**config.mk**
```make
export PLATFORM = sky130hd
export DESIGN_NAME = updown_timer_capture_reload
export DESIGN_NICKNAME = d
export VERILOG_FILES = /design/src/core/tmr_pkg.sv /design/src/core/updown_timer_capture_reload.sv
export SDC_FILE = /design/constraint.sdc
export NUM_CORES = 1
export LEC_CHECK = 0
export ABC_AREA = 1
export ABC_CLOCK_PERIOD_IN_PS = 2640
export BUFFER_PORTS_ARGS = -buffer_cell sky130_fd_sc_hd__buf_4
export CORE_MARGIN = 3
export CORE_UTILIZATION = 30
export CTS_BUF_LIST = sky130_fd_sc_hd__clkbuf_16
export DETAILED_ROUTE_END_ITERATION = 10
export GPL_TIMING_DRIVEN = 1
export SYNTH_ARGS = -nofsm -noshare
export SYNTH_HDL_FRONTEND = slang
export SYNTH_SLANG_ARGS = --single-unit
```
**constraint.sdc**
```tcl
create_clock -name pclk -period 2.64 [get_ports pclk]
set_input_delay 0.264 -clock pclk [delete_from_list [all_inputs] [get_ports pclk]]
set_output_delay 0.264 -clock pclk [all_outputs]
set_load 0.05 [all_outputs]
```
**src/core/tmr_pkg.sv**
```systemverilog
package tmr_pkg;
   localparam int NUM_TIMERS = 3;
   localparam int ADDR_MIN = 12;
   localparam int SEL_LSB = 10;
   localparam int IDX_LSB = 2;
   localparam logic [7:0] IDX_TIMER_CONTROL_REG = 8'hC8;
   localparam logic [7:0] IDX_TIMER_CONFIG_REG = 8'hC9;
   localparam logic [7:0] IDX_RELOAD_CAPTURE_LOW = 8'hCA;
   localparam logic [7:0] IDX_RELOAD_CAPTURE_HIGH = 8'hCB;
   localparam logic [7:0] IDX_COUNT_LOW_REG = 8'hCC;
   localparam logic [7:0] IDX_COUNT_HIGH_REG = 8'hCD;
   localparam int CTL_WRAP = 7;
   localparam int CTL_EXT = 6;
   localparam int CTL_EXEN = 3;
   localparam int CTL_RUN = 2;
   localparam int CTL_SRC = 1;
   localparam int CTL_CPRL = 0;
   localparam int CFG_CLK_HI = 4;
   localparam int CFG_CLK_LO = 3;
   localparam int CFG_TOG = 2;
   localparam int CFG_TOE = 1;
   localparam int CFG_DCEN = 0;
   localparam logic [1:0] CLK_DIV12 = 2'h0;
   localparam logic [1:0] CLK_SYS = 2'h1;
   localparam logic [1:0] CLK_EXT8 = 2'h2;
   localparam logic [1:0] CLK_DIV2 = 2'h3;
   localparam logic [3:0] DIV12_LAST = 4'hB;
   localparam logic [2:0] DIV8_LAST = 3'h7;
   localparam logic [15:0] COUNT_ZERO = 16'h0000;
   localparam logic [15:0] COUNT_TOP = 16'hFFFF;
   localparam logic [2:0] TOGGLE_TIMERS = 3'h5;
   localparam int PIN_SH_CNT = 0;
   localparam int PIN_CNT4 = 1;
   localparam int PIN_SH_EV = 2;
   localparam int PIN_EV4 = 3;
   localparam int PIN_OSC = 4;
   localparam int NUM_PINS = 5;

   typedef struct packed {
      logic [15:0] count;
      logic [15:0] reload;
      logic wrap_flag;
      logic ext_event_flag;
      logic ext_trigger_enable;
      logic run_control;
      logic count_source_select;
      logic capture_reload_select;
      logic [1:0] clk_select;
      logic toggle_state_bit;
      logic toggle_out_enable;
      logic down_count_enable;
   } timer_t;

   typedef struct packed {
      logic [NUM_PINS-1:0] s1;
      logic [NUM_PINS-1:0] s2;
      logic [NUM_PINS-1:0] s3;
      logic [NUM_PINS-1:0] filt;
   } sync_t;

   typedef struct packed {
      timer_t [NUM_TIMERS-1:0] tmr;
      sync_t sync;
      logic div2;
      logic [3:0] div12;
      logic [2:0] div8;
      logic [NUM_TIMERS-1:0] wrap_pulse;
      logic [NUM_TIMERS-1:0] irq_req;
      logic [1:0] pin_oe;
      logic pready;
      logic pslverr;
      logic [31:0] prdata;
   } state_t;
endpackage

```
**src/core/updown_timer_capture_reload.sv**
```systemverilog
// Functional notes
// - Each timer keeps a 16-bit count as software-accessible low and high bytes.
// - Source bit 0 counts internal clock ticks; 1 counts count pin falling edges.
// - Timer clock is system_clock_source, system_clock_source/2, system_clock_source/12 or external oscillator/8.
// - Second timer shares count and event pins with the first timer; the third has its own.
// - With down-count enable, event pin high counts up, low counts down.
// - With down-count enable, event pin edges cause no capture or reload.
// - Capture mode with trigger enable: event pin fall copies count to capture pair.
// - Each capture sets the external event flag, bit 6, and requests interrupt.
// - Capture mode up-count overflow sets the wrap flag, bit 7, and requests interrupt.
// - Capture mode down-count decrements; 0x0000 to 0xFFFF sets the wrap flag.
// - Bit 0 set selects capture mode; timer counts only while run bit 2 is set.
// - Trigger enable bit 3 clear makes event pin edges ignored.
// - Reload mode up-count overflow sets wrap flag, loads reload pair, keeps counting.
// - Reload mode, trigger on, down-count off: event pin fall forces reload.
// - Reload mode with down-count enable: event pin only sets direction.
// - Reload mode down-count: count equal to reload pair wraps to 0xFFFF.
// - Bit 0 clear selects reload mode; run bit starts counting.
// - Reload mode: external event flag inverts on every wrap; it requests interrupt only with trigger on and down-count off.
// - First and third timers toggle their output on reload-mode wraps from the internal clock when enabled.
// - Toggle state bit reads the output level; writing forces the level.
// - Square wave frequency is timer clock over 2*(65536 - reload).
// - Wraps of timers one and two start ADC; all three update DAC.
// - Clock field: 00 system_clock_source/12, 01 system_clock_source, 10 external/8, 11 system_clock_source/2.
module updown_timer_capture_reload #(
   parameter int ADDR_W = 12
) (
   input wire logic pclk,
   input wire logic presetn,
   input wire logic psel,
   input wire logic penable,
   input wire logic pwrite,
   input wire logic [ADDR_W-1:0] paddr,
   input wire logic [31:0] pwdata,
   output logic [31:0] prdata,
   output logic pready,
   output logic pslverr,
   input wire logic shared_count_pin_i,
   output logic shared_count_pin_o,
   output logic shared_count_pin_oe,
   input wire logic count_input_pin_i,
   output logic count_input_pin_o,
   output logic count_input_pin_oe,
   input wire logic shared_event_pin,
   input wire logic ext_event_pin,
   input wire logic oscillator_pins,
   output logic [2:0] irq_req,
   output logic [1:0] adc_start,
   output logic [2:0] dac_update
);
   if (ADDR_W < tmr_pkg::ADDR_MIN) begin : g_bad_addr
      $error("ADDR_W too small for the timer register map");
   end

   tmr_pkg::state_t q;
   tmr_pkg::state_t n;
   logic [tmr_pkg::NUM_PINS-1:0] pins;
   logic [tmr_pkg::NUM_PINS-1:0] pin_fall;
   logic osc_rise;
   logic tick2;
   logic tick12;
   logic tick_ext;
   logic [2:0] ev_fall;
   logic [2:0] ev_lvl;
   logic [2:0] step;
   logic [2:0] up;
   logic [2:0] trig;
   logic [2:0] wrap;
   logic [2:0] wr_any;
   logic hit;
   logic [1:0] sel;
   logic [7:0] idx;
   logic wr_go;
   logic rd_go;
   logic [31:0] rd_val;

   assign pins = {oscillator_pins, ext_event_pin, shared_event_pin,
                  count_input_pin_i, shared_count_pin_i};

   always_comb begin
      tmr_pkg::timer_t t;
      logic clk_tick;
      logic cnt_f;
      logic exf_w;
      t = '0;
      clk_tick = 1'b0;
      cnt_f = 1'b0;
      exf_w = 1'b0;
      n = q;
      // Three stages; the filtered level moves only when stages two and
      // three agree, so a single glitchy sample never makes an edge.
      n.sync.s1 = pins;
      n.sync.s2 = q.sync.s1;
      n.sync.s3 = q.sync.s2;
      for (int p = 0; p < tmr_pkg::NUM_PINS; p++) begin
         if (q.sync.s2[p] == q.sync.s3[p]) begin
            n.sync.filt[p] = q.sync.s3[p];
         end
      end
      pin_fall = q.sync.filt & ~n.sync.filt;
      osc_rise = ~q.sync.filt[tmr_pkg::PIN_OSC] & n.sync.filt[tmr_pkg::PIN_OSC];
      // Prescalers are shared by all timers
      n.div2 = ~q.div2;
      if (q.div12 == tmr_pkg::DIV12_LAST) begin
         n.div12 = 4'h0;
      end else begin
         n.div12 = q.div12 + 4'h1;
      end
      if (osc_rise) begin
         n.div8 = q.div8 + 3'h1;
      end
      tick2 = q.div2;
      tick12 = (q.div12 == tmr_pkg::DIV12_LAST);
      tick_ext = osc_rise && (q.div8 == tmr_pkg::DIV8_LAST);

      // APB decode: word index in the low field, timer in the upper field
      sel = paddr[tmr_pkg::SEL_LSB +: 2];
      idx = paddr[tmr_pkg::IDX_LSB +: 8];
      hit = (paddr[1:0] == 2'h0) && (sel < 2'h3) &&
            (idx >= tmr_pkg::IDX_TIMER_CONTROL_REG) &&
            (idx <= tmr_pkg::IDX_COUNT_HIGH_REG);
      // Two-cycle access: pready rises one cycle into the access phase
      wr_go = psel && penable && pwrite && q.pready && hit;
      rd_go = psel && penable && !pwrite && !q.pready;
      n.pready = psel && penable && !q.pready;
      n.pslverr = psel && penable && !q.pready && !hit;
      rd_val = 32'h0000_0000;
      t = q.tmr[sel];
      if (!hit) begin
         rd_val = 32'h0000_0000;
      end else if (idx == tmr_pkg::IDX_TIMER_CONTROL_REG) begin
         rd_val[7:0] = {t.wrap_flag, t.ext_event_flag, 2'h0,
                        t.ext_trigger_enable, t.run_control,
                        t.count_source_select, t.capture_reload_select};
      end else if (idx == tmr_pkg::IDX_TIMER_CONFIG_REG) begin
         rd_val[7:0] = {3'h0, t.clk_select,
                        t.toggle_state_bit && tmr_pkg::TOGGLE_TIMERS[sel],
                        t.toggle_out_enable, t.down_count_enable};
      end else if (idx == tmr_pkg::IDX_RELOAD_CAPTURE_LOW) begin
         rd_val[7:0] = t.reload[7:0];
      end else if (idx == tmr_pkg::IDX_RELOAD_CAPTURE_HIGH) begin
         rd_val[7:0] = t.reload[15:8];
      end else if (idx == tmr_pkg::IDX_COUNT_LOW_REG) begin
         rd_val[7:0] = t.count[7:0];
      end else begin
         rd_val[7:0] = t.count[15:8];
      end
      if (rd_go) begin
         n.prdata = rd_val;
      end

      for (int i = 0; i < tmr_pkg::NUM_TIMERS; i++) begin
         t = q.tmr[i];
         // Third timer has its own count and event pins; the first two timers share theirs
         if (i == 2) begin
            ev_lvl[i] = q.sync.filt[tmr_pkg::PIN_EV4];
            ev_fall[i] = pin_fall[tmr_pkg::PIN_EV4];
            cnt_f = pin_fall[tmr_pkg::PIN_CNT4];
         end else begin
            ev_lvl[i] = q.sync.filt[tmr_pkg::PIN_SH_EV];
            ev_fall[i] = pin_fall[tmr_pkg::PIN_SH_EV];
            cnt_f = pin_fall[tmr_pkg::PIN_SH_CNT];
         end
         case (t.clk_select)
            tmr_pkg::CLK_DIV12: clk_tick = tick12;
            tmr_pkg::CLK_SYS: clk_tick = 1'b1;
            tmr_pkg::CLK_EXT8: clk_tick = tick_ext;
            default: clk_tick = tick2;
         endcase
         step[i] = t.run_control &&
                   (t.count_source_select ? cnt_f : clk_tick);
         up[i] = !t.down_count_enable || ev_lvl[i];
         trig[i] = t.ext_trigger_enable && !t.down_count_enable &&
                   ev_fall[i];
         wrap[i] = 1'b0;
         if (t.capture_reload_select) begin
            if (step[i]) begin
               if (up[i]) begin
                  wrap[i] = (t.count == tmr_pkg::COUNT_TOP);
                  t.count = t.count + 16'h0001;
               end else begin
                  wrap[i] = (t.count == tmr_pkg::COUNT_ZERO);
                  t.count = t.count - 16'h0001;
               end
            end
            if (trig[i]) begin
               t.reload = q.tmr[i].count;
               t.ext_event_flag = 1'b1;
            end
         end else begin
            if (step[i]) begin
               if (up[i]) begin
                  if (t.count == tmr_pkg::COUNT_TOP) begin
                     wrap[i] = 1'b1;
                     t.count = t.reload;
                  end else begin
                     t.count = t.count + 16'h0001;
                  end
               end else if (t.count == t.reload) begin
                  wrap[i] = 1'b1;
                  t.count = tmr_pkg::COUNT_TOP;
               end else begin
                  t.count = t.count - 16'h0001;
               end
            end
            if (wrap[i]) begin
               t.ext_event_flag = !t.ext_event_flag;
            end
            if (trig[i]) begin
               t.count = t.reload;
               t.ext_event_flag = 1'b1;
            end
         end
         if (wrap[i]) begin
            t.wrap_flag = 1'b1;
         end
         // Square wave period is two wraps of (65536 - reload) ticks
         if (tmr_pkg::TOGGLE_TIMERS[i] && !t.capture_reload_select &&
             !t.count_source_select && t.toggle_out_enable && wrap[i]) begin
            t.toggle_state_bit = !t.toggle_state_bit;
         end

         // Software writes; hardware flag sets still win the same cycle
         wr_any[i] = wr_go && (sel == 2'(i));
         if (wr_any[i]) begin
            if (idx == tmr_pkg::IDX_TIMER_CONTROL_REG) begin
               exf_w = pwdata[tmr_pkg::CTL_EXT];
               if (!t.capture_reload_select && wrap[i]) begin
                  exf_w = !exf_w;
               end
               t.wrap_flag = pwdata[tmr_pkg::CTL_WRAP] || wrap[i];
               t.ext_event_flag = exf_w || trig[i];
               t.ext_trigger_enable = pwdata[tmr_pkg::CTL_EXEN];
               t.run_control = pwdata[tmr_pkg::CTL_RUN];
               t.count_source_select = pwdata[tmr_pkg::CTL_SRC];
               t.capture_reload_select = pwdata[tmr_pkg::CTL_CPRL];
            end else if (idx == tmr_pkg::IDX_TIMER_CONFIG_REG) begin
               t.clk_select = pwdata[tmr_pkg::CFG_CLK_LO +: 2];
               t.toggle_state_bit = pwdata[tmr_pkg::CFG_TOG];
               t.toggle_out_enable = pwdata[tmr_pkg::CFG_TOE];
               t.down_count_enable = pwdata[tmr_pkg::CFG_DCEN];
            end else if (idx == tmr_pkg::IDX_RELOAD_CAPTURE_LOW) begin
               if (!(q.tmr[i].capture_reload_select && trig[i])) begin
                  t.reload[7:0] = pwdata[7:0];
               end
            end else if (idx == tmr_pkg::IDX_RELOAD_CAPTURE_HIGH) begin
               if (!(q.tmr[i].capture_reload_select && trig[i])) begin
                  t.reload[15:8] = pwdata[7:0];
               end
            end else if (idx == tmr_pkg::IDX_COUNT_LOW_REG) begin
               t.count[7:0] = pwdata[7:0];
            end else begin
               t.count[15:8] = pwdata[7:0];
            end
         end
         n.tmr[i] = t;
         n.wrap_pulse[i] = wrap[i];
         // Event flag only asks for service when it marks a pin event
         n.irq_req[i] = t.wrap_flag ||
                        (t.ext_event_flag && (t.capture_reload_select ||
                         (t.ext_trigger_enable && !t.down_count_enable)));
      end
      n.pin_oe[0] = !n.tmr[0].capture_reload_select &&
                    !n.tmr[0].count_source_select && n.tmr[0].toggle_out_enable;
      n.pin_oe[1] = !n.tmr[2].capture_reload_select &&
                    !n.tmr[2].count_source_select && n.tmr[2].toggle_out_enable;
   end

   always_ff @(posedge pclk or negedge presetn) begin
      if (!presetn) begin
         q <= '0;
      end else begin
         q <= n;
      end
   end

   assign prdata = q.prdata;
   assign pready = q.pready;
   assign pslverr = q.pslverr;
   assign shared_count_pin_o = q.tmr[0].toggle_state_bit;
   assign shared_count_pin_oe = q.pin_oe[0];
   assign count_input_pin_o = q.tmr[2].toggle_state_bit;
   assign count_input_pin_oe = q.pin_oe[1];
   assign irq_req = q.irq_req;
   assign adc_start = q.wrap_pulse[1:0];
   assign dac_update = q.wrap_pulse;
endmodule

```
==> summary.md <==
| Metric | Value |
|---|---|
| Largest net degree at the start of global routing | 89 |
| DRC Markers | 0 |
| Share of layout cells above drive strength 1 | 0.1055 |
| Max Fclk | 404.6 MHz |
| Sequential fraction of the synthesis area | 0.3010 |
| Fillers | 5189 |
| Core ar. | 0.04705 mm^2 |
| Routed vias | 16760 |
| Clk_lat worst skew | 460 ps |
| HPWL after DPL | 47860 um |
| Clk sink count | 174 |
| Drt wl/cell | 20.70 um |
| Leak pwr | 8.438 nW |
| Post-synth ARST share | 1.000 |
| Outcome | completed |
| Total GRT Usage | 0.2407 |
| Starting Density | 0.3075 |
| Io pins | 100 |
| IO Port Bufs | 51 |
| Post-synth EDFFs | 0 |
| Synth top cells by count | nand2_1, nor2_1, inv_1 |
| Via density | 5.560 |
| CP Data Arrival Time | 2820 ps |
| CTS Buf Count | 17 |
| CP max FO | 9 |
| Root Driver | clkbuf_16 |
| Synthesis warning total | 0 |
| Gate Count Post-Synth | 2316 |
| Synthesized flop and latch total | 174 |
| Setup slack, reg-to-reg | 170 ps |
| PwrDens | 517.6 mW/mm^2 |
| WL final | 62400 um |
| Congestion Overflow GR | 0 |
| Rel. slew slack | 0.3231 |
| Post-synth top area cell | dfrtp_1 |
| Die area | 0.05090 mm^2 |
| Area of the mapped netlist | 0.01447 mm^2 |
| Setup TNS | 0 ps |
| Global placement routability congestion | 0.9882 |
| Final setup violation count | 0 |
| Hold slack | 91.73 ps |
| Number of diodes | 0 |
| Register clock-pin slew on the reported worst setup and hold paths | 80 ps |
| Chip width | 225.6 um |
| Die Ht | 225.6 um |
| Final WS setup | 168.2 ps |
| Most frequent cell after synthesis | nand2_1 |
| Post-place setup slack | 109.6 ps |
| Fin Clk Skew | 17.24 ps |
| Least-Margin Pin Slew | 1012 ps |
| RSZ-0062 raised after global routing | no |
| Initial antenna violation count | 3 |
| Final hold vios | 0 |
| Post-CTS Setup Bufs | 0 |
| Initial DRC count | 2186 |
| CTS tree | yes |
| Worst vdd ir | 0.4127 mV |
| Slew Limit Fails | 0 |
| Final period util | 0.9363 |
| Clock buffer depth | 2 |
| Routed Antenna Nets | 0 |
| Mean area per synthesized cell | 6.247 um^2 |
| Fin crit period | 2472 ps |
| Worst setup EP type | register |
| Syn-to-layout area delta | 15.15% |
| Worst setup path class | reg2reg |
| Worst Setup Start Kind | register |
| Drt first pass iters | 8 |
| Synth Flop Type | dfrtp_1 |
| Max Cap Violations | 0 |
| Cell row count | 79 |
| Top cells by area, synth | dfrtp_1, nand2_1, nand3_1 |
| Synth top area share | 0.3010 |
| Worst Hold Class | in2reg |
| Count of cell types in the netlist | 49 |
| First-pass GRT wire length | 93760 um |
| CP required | 2990 ps |
| Number of global-route vias before repair | 15470 |
| Final net count | 2457 |
| # H-tree levels | 4 |
-- state kept, by name (all words and copies together) (netlist names), 2 cells and up --
register / count
ev_lvl: 2
dac_update: 3
q: 141
irq_req: 3
prdata: 8
n: 10
-- per-stage QoR --
stage	power [W]	instance area [um^2]	cells	util
floorplan	0.004907	14550	2339	-
detailed placement	0.005925	15950	2976	0.3389
finish	0.008623	16660	3014	0.3541
global placement	0.005894	15950	2976	0.3389
global route	0.009094	16660	3014	0.3541
CTS	0.008609	16630	3014	0.3535
-- worst max-delay path, cell delays in order (launching register included) --
cell and delay (ps):
dfrtp_1 620, inv_1 120, nand2_1 70, nand2_1 50, nor2_1 130, nand2_1 70
nor2_1 240, nand3_1 210, buf_4 220, nand2_1 50, nand3_1 60, nand2_1 200
nand2_1 90, nand2_1 60, nand3_1 60, nand2_1 60, inv_1 50
-- routing by layer --
layer  GRT usage  share of wire
met3     0.03978          0.092
met5           0        0.00021
met2      0.3779           0.44
met4     0.09102          0.039
met1      0.3328           0.42
-- final cells by class --
type | instances | area [um^2] | area share
multi-input combinational | 1768 | 8498 | 0.5101
clock buffer | 17 | 425.4 | 0.02554
timing repair buffer | 188 | 1495 | 0.08975
clock inverter | 15 | 201.4 | 0.01209
sequential | 174 | 4357 | 0.2615
tap | 607 | 759.5 | 0.04559
inverter | 245 | 923.4 | 0.05543
-- final timing paths --
check	startpoint	endpoint	depth (start not counted)
min in group asynchronous	presetn	q[145]	2
max	q[102]	shared_count_pin_o	16
max reg2reg	q[102]	shared_count_pin_o	16
min reg2reg	n[62]	n[57]	0
min	penable	pslverr	3
max in group asynchronous	presetn	q[177]	3
-- cells by family after synthesis --
logic type	count (synthesis)	synth area share
adders and majority gates	11	0.009167
and+or+nand+nor	1254	0.3641
buffers and inverters	397	0.1192
DFF	174	0.3010
AOI/OAI and AO/OA	430	0.1767
xor gates and xnor gates	49	0.02966
other	1	0.0002592
-- what timing repair did --
item,4_1_cts,5_1_grt
hold endpoints to repair,33,0
hold buffers,6,0
gates resized for setup,0,9
setup endpoints to repair,0,17
-- power by group --
part	internal, W	switching [W]
clock	0.00131	0.00136
sequential	0.00285	0.000333
combinational	0.000918	0.00185
total	0.00508	0.00355
-- cells in the final DEF, fill, tap and decap left out, types with 36 or more instances in the layout --
cell	n
o221ai_1	57
inv_1	234
o21ai_0	214
nand3_1	221
buf_4	176
nand4_1	36
nor2_1	244
dfrtp_1	172
xor2_1	46
nand2_1	687
a21oi_1	70
Note: power is estimated with default switching activity, not from simulation.
